File: src/flash_ctl_defines.svh
// Constants for the user flash program control block.
// Assumes inclusion by bare name from the package and the modules.
`ifndef FLASH_CTL_DEFINES_SVH
`define FLASH_CTL_DEFINES_SVH
`define FCTL_ADDR 8'hD1
`define FSTAT_ADDR 8'hD3
`define FCTL_RESET 8'h00
`define FSTAT_RESET 8'h00
`define FCTL_BUSY_BIT 0
`define FCTL_MODE_LSB 1
`define FCTL_MAP_BIT 3
`define FCTL_LAUNCH_LSB 4
`define FSTAT_LOAD_BIT 0
`define FSTAT_SEQ_BIT 1
`define LAUNCH_FIRST 4'h5
`define LAUNCH_SECOND 4'hA
`define PAGE_BYTES 128
`define XROW_BASE 16'hFF80
`define PROG_TIME_US 16
`define CLK_MHZ 125
`define PROG_CYCLES ((`PROG_TIME_US) * (`CLK_MHZ))
`endif

File: src/flash_ctl_pkg.sv
// Types shared by the flash program control modules.
// Assumes the constants header sits in the same folder.
`include "flash_ctl_defines.svh"
package flash_ctl_pkg;
	typedef enum logic [1:0] {
		MODE_USER = 2'h0,
		MODE_XROW = 2'h1,
		MODE_SECURITY = 2'h2,
		MODE_LATCH_RESET = 2'h3
	} flash_mode_t;
	typedef enum logic [1:0] {
		ST_IDLE = 2'h0,
		ST_ARMED = 2'h1,
		ST_PROGRAM = 2'h3
	} launch_state_t;
	typedef struct packed {
		logic [3:0] launch;
		logic map;
		flash_mode_t mode;
		logic busy;
	} flash_control_t;
	typedef struct packed {
		logic [6:0] offset;
		logic [7:0] data;
	} latch_write_t;
	typedef struct packed {
		logic start;
		flash_mode_t mode;
		logic [8:0] page;
	} program_request_t;
endpackage : flash_ctl_pkg

File: src/user_flash_program_control.sv
// Flash control and status registers, unlock sequencer and write routing.
// Assumes one-cycle register strobes from the core and a flash array
// that accepts one byte per cycle on the program port.
`include "flash_ctl_defines.svh"
module user_flash_program_control
	import flash_ctl_pkg::*;
#(
	parameter int PROG_CYCLES = `PROG_CYCLES
) (
	input wire logic mclk_i,
	input wire logic sys_rst_i,
	input wire logic sfr_wr_i,
	input wire logic sfr_rd_i,
	input wire logic [7:0] sfr_addr_i,
	input wire logic [7:0] sfr_wdata_i,
	output logic [7:0] sfr_rdata_o,
	output logic sfr_hit_o,
	input wire logic data_ram_select_bit_i,
	input wire logic xdata_wr_i,
	input wire logic [15:0] xdata_addr_i,
	input wire logic [7:0] xdata_wdata_i,
	output logic ext_xdata_wr_o,
	output logic int_xdata_wr_o,
	input wire logic exec_boot_i,
	input wire logic exec_external_i,
	input wire logic ext_read_allowed_i,
	input wire logic code_rd_i,
	input wire logic [15:0] code_addr_i,
	output logic [15:0] flash_rd_addr_o,
	output logic [1:0] flash_rd_space_o,
	output logic flash_rd_en_o,
	output logic prog_wr_o,
	output logic [15:0] prog_addr_o,
	output logic [7:0] prog_data_o,
	output logic [1:0] prog_space_o,
	output logic prog_busy_o
);
	flash_control_t ctl_reg, ctl_next;
	logic seq_err_reg, seq_err_next;
	logic loaded_reg, loaded_next;
	launch_state_t state_reg, state_next;
	logic [31:0] wait_reg, wait_next;
	logic [6:0] idx_reg, idx_next;
	flash_mode_t op_mode_reg, op_mode_next;
	logic [8:0] page_reg, page_next;
	logic [15:0] prog_addr_reg, prog_addr_next;
	logic [7:0] prog_data_reg, prog_data_next;
	logic prog_wr_reg, prog_wr_next;
	logic [15:0] rd_addr_reg, rd_addr_next;
	logic [1:0] rd_space_reg, rd_space_next;
	logic rd_en_reg, rd_en_next;
	logic [7:0] rdata_reg, rdata_next;

	logic ctl_wr, stat_wr, latch_wr, latch_clear;
	logic [3:0] launch_val;
	logic [7:0] lat_byte;
	logic lat_valid;
	latch_write_t lat_wr_data;

	// Decode of the two special function registers
	assign ctl_wr = sfr_wr_i && (sfr_addr_i == `FCTL_ADDR);
	assign stat_wr = sfr_wr_i && (sfr_addr_i == `FSTAT_ADDR);
	assign sfr_hit_o = (sfr_addr_i == `FCTL_ADDR) || (sfr_addr_i == `FSTAT_ADDR);
	assign launch_val = sfr_wdata_i[`FCTL_LAUNCH_LSB +: 4];

	// Map bit wins over the RAM select bit when steering data writes
	assign latch_wr = xdata_wr_i && ctl_reg.map;
	assign ext_xdata_wr_o = xdata_wr_i && !ctl_reg.map && data_ram_select_bit_i;
	assign int_xdata_wr_o = xdata_wr_i && !ctl_reg.map && !data_ram_select_bit_i;
	assign lat_wr_data.offset = xdata_addr_i[6:0];
	assign lat_wr_data.data = xdata_wdata_i;

	// Register, sequencer and programming engine next state
	always_comb begin
		ctl_next = ctl_reg;
		seq_err_next = seq_err_reg;
		loaded_next = loaded_reg;
		state_next = state_reg;
		wait_next = wait_reg;
		idx_next = idx_reg;
		op_mode_next = op_mode_reg;
		page_next = page_reg;
		prog_addr_next = prog_addr_reg;
		prog_data_next = prog_data_reg;
		prog_wr_next = 1'b0;
		latch_clear = 1'b0;
		if (latch_wr) begin
			if (!loaded_reg) begin
				loaded_next = 1'b1;
			end
			page_next = xdata_addr_i[15:7];
		end
		// Software clear of the error; a set in the same cycle wins below
		if (stat_wr && !sfr_wdata_i[`FSTAT_SEQ_BIT]) begin
			seq_err_next = 1'b0;
		end
		case (state_reg)
			ST_IDLE: begin
				if (ctl_wr) begin
					ctl_next.map = sfr_wdata_i[`FCTL_MAP_BIT];
					ctl_next.mode = flash_mode_t'(sfr_wdata_i[`FCTL_MODE_LSB +: 2]);
					ctl_next.launch = launch_val;
					if (launch_val == `LAUNCH_FIRST) begin
						state_next = ST_ARMED;
					end else if (launch_val == `LAUNCH_SECOND) begin
						seq_err_next = 1'b1;
					end
				end
			end
			ST_ARMED: begin
				if (ctl_wr) begin
					ctl_next.map = sfr_wdata_i[`FCTL_MAP_BIT];
					ctl_next.mode = flash_mode_t'(sfr_wdata_i[`FCTL_MODE_LSB +: 2]);
					ctl_next.launch = launch_val;
					if (launch_val == `LAUNCH_SECOND) begin
						seq_err_next = 1'b0;
						loaded_next = 1'b0;
						op_mode_next = ctl_next.mode;
						state_next = ST_IDLE;
						if (ctl_next.mode == MODE_LATCH_RESET) begin
							latch_clear = 1'b1;
						end else if (exec_boot_i) begin
							// Other execution sources get no programming effect
							state_next = ST_PROGRAM;
							ctl_next.busy = 1'b1;
							idx_next = '0;
							wait_next = '0;
						end
					end else if (launch_val != `LAUNCH_FIRST) begin
						seq_err_next = 1'b1;
						state_next = ST_IDLE;
					end
				end
			end
			ST_PROGRAM: begin
				// Launch field writes are dropped until done; map and mode still update
				if (ctl_wr) begin
					ctl_next.map = sfr_wdata_i[`FCTL_MAP_BIT];
					ctl_next.mode = flash_mode_t'(sfr_wdata_i[`FCTL_MODE_LSB +: 2]);
				end
				if (wait_reg == 32'(PROG_CYCLES - 1)) begin
					ctl_next.busy = 1'b0;
					state_next = ST_IDLE;
					latch_clear = 1'b1;
				end else begin
					wait_next = wait_reg + 32'h1;
				end
				// Stream marked latch bytes out to the array, one per cycle
				if (wait_reg < 32'(`PAGE_BYTES)) begin
					idx_next = idx_reg + 7'h1;
					prog_wr_next = lat_valid;
					prog_data_next = lat_byte;
					case (op_mode_reg)
						MODE_USER: prog_addr_next = {page_reg, idx_reg};
						MODE_XROW: prog_addr_next = `XROW_BASE | {9'h000, idx_reg};
						default: prog_addr_next = 16'h0000;
					endcase
				end
			end
			default: begin
				state_next = ST_IDLE;
			end
		endcase
	end

	// Control state registers
	always_ff @(posedge mclk_i or posedge sys_rst_i) begin
		if (sys_rst_i) begin
			ctl_reg <= `FCTL_RESET;
			seq_err_reg <= 1'b0;
			loaded_reg <= 1'b0;
			state_reg <= ST_IDLE;
			wait_reg <= '0;
			idx_reg <= '0;
			op_mode_reg <= MODE_USER;
			page_reg <= '0;
			prog_addr_reg <= '0;
			prog_data_reg <= '0;
			prog_wr_reg <= 1'b0;
		end else begin
			ctl_reg <= ctl_next;
			seq_err_reg <= seq_err_next;
			loaded_reg <= loaded_next;
			state_reg <= state_next;
			wait_reg <= wait_next;
			idx_reg <= idx_next;
			op_mode_reg <= op_mode_next;
			page_reg <= page_next;
			prog_addr_reg <= prog_addr_next;
			prog_data_reg <= prog_data_next;
			prog_wr_reg <= prog_wr_next;
		end
	end

	column_latch u_latch (
		.mclk_i(mclk_i),
		.sys_rst_i(sys_rst_i),
		.wr_i(latch_wr),
		.wr_data_i(lat_wr_data),
		.clear_i(latch_clear),
		.rd_index_i(idx_reg),
		.rd_data_o(lat_byte),
		.rd_valid_o(lat_valid)
	);

	// Code-space read window and register read data
	always_comb begin
		rd_space_next = ctl_reg.mode;
		rd_en_next = 1'b0;
		rd_addr_next = code_addr_i;
		rdata_next = rdata_reg;
		if (code_rd_i) begin
			// Latches are never visible here; external code obeys lock bits
			rd_en_next = !exec_external_i || ext_read_allowed_i;
			case (ctl_reg.mode)
				MODE_USER: rd_addr_next = code_addr_i;
				MODE_XROW: rd_addr_next = `XROW_BASE | {9'h000, code_addr_i[6:0]};
				MODE_SECURITY: rd_addr_next = 16'h0000;
				default: rd_en_next = 1'b0;
			endcase
		end
		if (sfr_rd_i) begin
			if (sfr_addr_i == `FCTL_ADDR) begin
				rdata_next = ctl_reg;
			end else if (sfr_addr_i == `FSTAT_ADDR) begin
				rdata_next = {6'h00, seq_err_reg, loaded_reg};
			end else begin
				rdata_next = 8'h00;
			end
		end
	end

	always_ff @(posedge mclk_i or posedge sys_rst_i) begin
		if (sys_rst_i) begin
			rd_space_reg <= 2'h0;
			rd_en_reg <= 1'b0;
			rd_addr_reg <= '0;
			rdata_reg <= 8'h00;
		end else begin
			rd_space_reg <= rd_space_next;
			rd_en_reg <= rd_en_next;
			rd_addr_reg <= rd_addr_next;
			rdata_reg <= rdata_next;
		end
	end

	assign sfr_rdata_o = rdata_reg;
	assign flash_rd_addr_o = rd_addr_reg;
	assign flash_rd_space_o = rd_space_reg;
	assign flash_rd_en_o = rd_en_reg;
	assign prog_wr_o = prog_wr_reg;
	assign prog_addr_o = prog_addr_reg;
	assign prog_data_o = prog_data_reg;
	assign prog_space_o = op_mode_reg;
	assign prog_busy_o = ctl_reg.busy;
endmodule : user_flash_program_control

File: src/column_latch.sv
// Page-wide write buffer with per-byte written marks.
// Assumes writes and clears come from the flash control block.
`include "flash_ctl_defines.svh"
module column_latch
	import flash_ctl_pkg::*;
(
	input wire logic mclk_i,
	input wire logic sys_rst_i,
	input wire logic wr_i,
	input latch_write_t wr_data_i,
	input wire logic clear_i,
	input wire logic [6:0] rd_index_i,
	output logic [7:0] rd_data_o,
	output logic rd_valid_o
);
	logic [7:0] mem_reg [`PAGE_BYTES];
	logic [7:0] mem_next [`PAGE_BYTES];
	logic [`PAGE_BYTES-1:0] mark_reg;
	logic [`PAGE_BYTES-1:0] mark_next;

	// Only the programming engine reads back; software cannot
	always_comb begin
		mem_next = mem_reg;
		mark_next = mark_reg;
		if (clear_i) begin
			mark_next = '0;
		end
		if (wr_i) begin
			mem_next[wr_data_i.offset] = wr_data_i.data;
			mark_next[wr_data_i.offset] = 1'b1;
		end
	end

	// Data bytes carry no reset, marks do
	always_ff @(posedge mclk_i) begin
		mem_reg <= mem_next;
	end

	always_ff @(posedge mclk_i or posedge sys_rst_i) begin
		if (sys_rst_i) begin
			mark_reg <= '0;
		end else begin
			mark_reg <= mark_next;
		end
	end

	assign rd_data_o = mem_reg[rd_index_i];
	assign rd_valid_o = mark_reg[rd_index_i];
endmodule : column_latch

File: config.mk
export PLATFORM = sky130hd
export DESIGN_NAME = user_flash_program_control
export DESIGN_NICKNAME = d
export VERILOG_FILES = /design/src/flash_ctl_pkg.sv /design/src/user_flash_program_control.sv /design/src/column_latch.sv
export VERILOG_INCLUDE_DIRS = /design/src
export SDC_FILE = /design/constraint.sdc
export NUM_CORES = 1
export LEC_CHECK = 0
export BUFFER_PORTS_ARGS = -buffer_cell sky130_fd_sc_hd__buf_2
export CORE_MARGIN = 5
export CORE_UTILIZATION = 62
export CTS_CLUSTER_DIAMETER = 40
export DETAILED_ROUTE_END_ITERATION = 8
export GPL_TIMING_DRIVEN = 0
export PLACE_DENSITY = 0.8
export SETUP_SLACK_MARGIN = 0.3
export SYNTH_ARGS = -nofsm -noshare
export SYNTH_HDL_FRONTEND = slang
export SYNTH_HIERARCHICAL = 1
export SYNTH_SLANG_ARGS = --single-unit
File: constraint.sdc
create_clock -name mclk_i -period 4.83 [get_ports mclk_i]
set_input_delay 0.2415 -clock mclk_i [delete_from_list [all_inputs] [get_ports mclk_i]]
set_output_delay 0.2415 -clock mclk_i [all_outputs]
set_load 0.05 [all_outputs]
-- Yosys cells after proc, flatten, opt, wreduce, memory -nomap -nowiden
Cells that the tools add are included.
Widths: inputs -> output; s select.
- bits in registers: 1266
- output and inout port bits: 58
- input bits: 66
- word-level logic and storage cells: 281
- bitwise operators: 3
- multiplexer cells: 69
- $add $sub $neg: 2
- equality and inequality tests: 23
- reduce and logical (&&, ||, !) cells: 30
- order comparisons: 7
- operators by type and width (operator ; number):
    $bwmux 1024 ; 1
    $mux 128 ; 2
    $mux 32 ; 5
    $or 128x128->128 ; 1
    $pmux 16 s2 ; 2
    $pmux 32 s2 ; 1
    $bmux 8 s7 ; 1
    $demux 8 s7 ; 1
    $mux 7 ; 6
    $mux 8 ; 5
    $add 32x1->32 const B ; 1
    $eq 32x11->1 const B ; 1
    $lt 32x8->1 const B ; 1
    $mux 1 ; 25
    $ne 2x2->1 const B ; 10
    $mux 2 ; 9
    $reduce_and 6->1 ; 3
    $eq 8x8->1 const B ; 2
    $ge 8x8->1 const B ; 2
    $lt 7x8->1 const B ; 2
    $mux 16 ; 1
    $not 7->8 ; 2
    $pmux 7 s2 ; 1
    $logic_and 1x1->1 ; 9
    other kinds (26) ; 40

-- Logic depth before layout (Yosys ltp)
- word-level depth: 8
- mapped depth: 10
- gate-level depth less buffers: 7

-- Cells and area by module
The synthesis kept the hierarchy.
- modules (own cells, without submodules) (module ; cells each ; seq. area each (um^2) ; times used ; area each (um^2)):
    column_latch ; 1971 ; 33952.6 ; 1 ; 44844.3
    user_flash_program_control ; 486 ; 2852.7 ; 1 ; 5142.4

-- Worst setup path after synthesis
OpenSTA, ideal clock, no wires.
- path type: flip-flop to flip-flop
- from: reg idx_reg[0]
- to: reg prog_data_reg[0], in the netlist prog_data_o[0]
- library setup time: 0.125 ns
- arrival time: 3.075 ns
- slack: 1.630 ns
- buffers on the path: 2
- cell stages (with the launch flop): 8
- required time: 4.705 ns
- clock period less this slack: 3.200 ns
- cell sequence: dfrtp_1 > buf_2 > buf_1 > mux4_2 > mux4_2 > mux4_2 > mux2_2 > mux2_2
- longest elaborated chain between the ends: 4
- ends and longest elaborated chain (element ; line ; text):
    start: declaration ; user_flash_program_control.sv:43 ; logic [6:0] idx_reg, idx_next;
    start signal: assignment ; user_flash_program_control.sv:186 ; idx_reg <= idx_next;
    $not 7->8 (not written as such) ; column_latch.sv:47 ; assign rd_data_o = mem_reg[rd_index_i];
    $bmux 8 s7 ; column_latch.sv:47 ;
    $mux 8 (not written as such) (2 in series) ; column_latch.sv:47 ;
    net lat_byte[0] ; user_flash_program_control.sv:56 ; logic [7:0] lat_byte;
    end signal: assignment ; user_flash_program_control.sv:190 ; prog_data_reg <= prog_data_next;
    end: declaration ; user_flash_program_control.sv:47 ; logic [7:0] prog_data_reg, prog_data_next;
The timed path passes the listed nets, and every way through them passes these cells. The select of a mux whose other input is x is not followed.
A chain may end at the register's enable or synchronous reset.

-- Final worst setup path
- from: reg idx_reg[2]
- to: reg prog_data_reg[6], in the netlist prog_data_o[6]
The elaborated chain is that of the path after synthesis.

==> metrics <==
Synth top area share=between 60% and 70%; Syn. warnings=6; largest net degree at the start of global routing=between 90 and 100; Die W=294 um; final instance area=roughly 0.057 mm2; CTS max path bufs=3; reg-to-reg slack, setup=around 0.24 ns; DRC=0; endpoints failing setup=0; Avg Cell Area, Syn=20.3 um2; hpwl dp=around 84000 um; GR peak layer=met2; met1 Use GR=41.1%; Req. time, crit path=between 5 and 6 ns; CP Launch Type=flip-flop; period utilization=a little over nine tenths; sequential area share after synthesis=approximately 74%; post-CTS setup buffers=0; Final Power=~0.023 W; global-route wire length before repair=195000 um; grt met3 use=between 10% and 20%; most common library cells after synthesis=edfxtp_1 (1024), mux4_2 (378), dfrtp_1 (242); # nets final=roughly 2800; DR vias=approximately 28000; WP data arrival=~5.2 ns; Max Cap Viol=0; count leader, synth=edfxtp_1; CP max FO=10; Post-DRT Antenna Nets=0; drt first pass iters=6; I/O Pins=124; initial core utilization=62.3%; DIE AREA=0.0864 mm2; EDFF count, synth=a little over 1000; Leak=between 15 and 20 nW; total track usage=31.5%; Gate Count Post-Synth=2457; non-filler cells in the finished layout=3958; fin crit period=around 4.6 ns; Core Region=~0.08 mm2; worst vdd ir=between 0.4 and 0.5 mV; PD cells=between 400 and 500 mW/mm2; vias in the first global route=28400; GR Overflow Total=0; Worst-Margin Slew=1.43 ns; Post-synth ARST share=a little under a fifth; FF-to-FF End=prog_data_o[6]$_DFFE_PP0P_; syn_nets=2527; reg2reg path depth=8; max-slew violations=0; distinct cell type count after synthesis=54; Area contributors post-synth=edfxtp_1 (62%), mux4_2 (17%), dfrtp_1 (12%); clock sinks=~1300; outcome=completed; port bufs=120; Slew headroom=approximately 4.1%; die height=294 um; synthesized flop and latch total=roughly 1300; initial antenna violation count=6; Routed wire per std cell=33.9 um; Reg2Reg Launch Point=idx_reg[2]$_DFFE_PP0P_; fillers=roughly 4400; Setup CP Type=flip-flop to flip-flop; initial DRC count=between 4000 and 5000; final hold violation count=0; placer congestion estimate=around 0.96; Skew-Pair Late Insertion Delay=about 0.73 ns; min-delay worst type=input port to flip-flop; crit path to=prog_data_o[6]$_DFFE_PP0P_; critical path startpoint=idx_reg[2]$_DFFE_PP0P_; cell taking the most area after synthesis=edfxtp_1; RSZ-0062 raised after global routing=no; Worst Skew=between 0.02 and 0.03 ns; Clock transition at path regs=0.06 ns; vias per std cell=~7; synthesized cell area=roughly 0.05 mm2; Clock Tree Root=clkbuf_16; max FFs per register=slightly above 1000; Peak Freq=between 200 and 250 MHz; # rows=104; Top FF cell, synth=edfxtp_1; Post-Place Cell Area=about 0.052 mm2; TritonCTS clock tree=yes; CTS HTree Levels=4; M2 GR Usage=about half; WL final=~130000 um; share of cells above drive strength 1=between 20% and 30%; area grow syn2layout=14.8%; CTS Buf Count=~140; DP Cell Count=3647; hold path startpoint=sfr_rd_i; crit end category=flip-flop
-- metal layers --
metal,vias to the layer above,wire length (um)
met4,4,7560
met2,2210,63500
met3,484,17700
met1,14300,45500
met5,-,25
li1,10800,-
-- cell usage in the layout (no fill, tap or decap), types with 12 or more instances in the layout --
| cell | count |
|---|---|
| mux2_2 | 35 |
| o2bb2ai_1 | 40 |
| nand4_1 | 18 |
| clkbuf_1 | 114 |
| dfrtp_1 | 242 |
| a21o_1 | 93 |
| buf_1 | 16 |
| a21oi_1 | 14 |
| nand2_1 | 78 |
| edfxtp_1 | 1024 |
| clkinv_2 | 18 |
| clkbuf_2 | 12 |
| nor2_1 | 156 |
| buf_2 | 136 |
| a31oi_1 | 16 |
| clkbuf_16 | 148 |
| o21ai_0 | 22 |
| nand3_1 | 30 |
| nor2b_1 | 13 |
| dlygate4sd3_1 | 44 |
| buf_4 | 20 |
| mux4_2 | 378 |
| o31ai_1 | 15 |
-- logic make-up after synthesis --
logic type / share of synthesized area [%]
buffers and inverters: 1.46
XOR/XNOR: 0.0175
AO/OA/AOI/OAI: 3.39
flip-flops: 73.6
adder cells (fa/ha/maj): 0.100
multiplexers: 17.9
AND/OR/NAND/NOR: 3.50
-- worst min path at each step --
stage / endpoint / slack, ns / cells after the start
global placement: flash_rd_addr_o[11]$_DFF_PP0_ / 0.45 / 3
finish: sfr_rdata_o[4]$_DFFE_PP0P_ / 0.04 / 4
CTS: sfr_rdata_o[4]$_DFFE_PP0P_ / 0.01 / 4
global route: sfr_rdata_o[4]$_DFFE_PP0P_ / 0.05 / 4
floorplan: u_latch/mem_reg[0]$_DFFE_PP_ / 0.34 / 0
detailed placement: u_latch/mark_reg[44]$_DFF_PP0_ / 0.37 / 2
-- through the flow --
stage | TNS [ns] | hold WS (ns) | util (%) | setup slack [ns]
2_1_floorplan | 0 | 0.340 | - | 1.18
3_3_place_gp | -19.60 | 0.451 | 64.7 | -0.173
3_5_place_dp | 0 | 0.366 | 65.0 | 0.162
4_1_cts | 0 | 0.0143 | 71.4 | 0.313
5_1_grt | 0 | 0.0515 | 71.4 | 0.346
6_report | 0 | 0.0449 | 71.5 | 0.241
-- where the power goes --
part | switching (W) | total [W] | internal [W]
sequential | 0.0000243 | 0.0119 | 0.0118
clock | 0.00442 | 0.0107 | 0.00624
combinational | 0.000316 | 0.000440 | 0.000124
-- area by class of cell --
cell class	instances	area [um2]	area share, %
plain buffers	151	687	1.20
flip-flops and latches	1266	36800	64.2
clock buffers	189	3960	6.90
inverters	15	63.8	0.111
well taps	1060	1330	2.31
multi-input cells	1025	12500	21.7
repair buffers	174	1320	2.30
clock inverters	73	741	1.29
diodes	5	12.5	0.0218
-- critical path, stage by stage (launching register included) --
cell and delay [ns]:
dfrtp_1 0.47, buf_2 0.44, clkbuf_1 0.62, buf_1 0.72, mux4_2 0.47, mux4_2 0.61, mux4_2 0.51, mux2_2 0.34
mux2_2 0.28
-- what timing repair did --
action,4_1_cts,5_1_grt
hold endpoints to repair,213,0
hold buffers,44,0
pin swaps,0,0
resized for setup,3,21
setup endpoints to repair,8,8
Power figures use the tool's default switching activity.
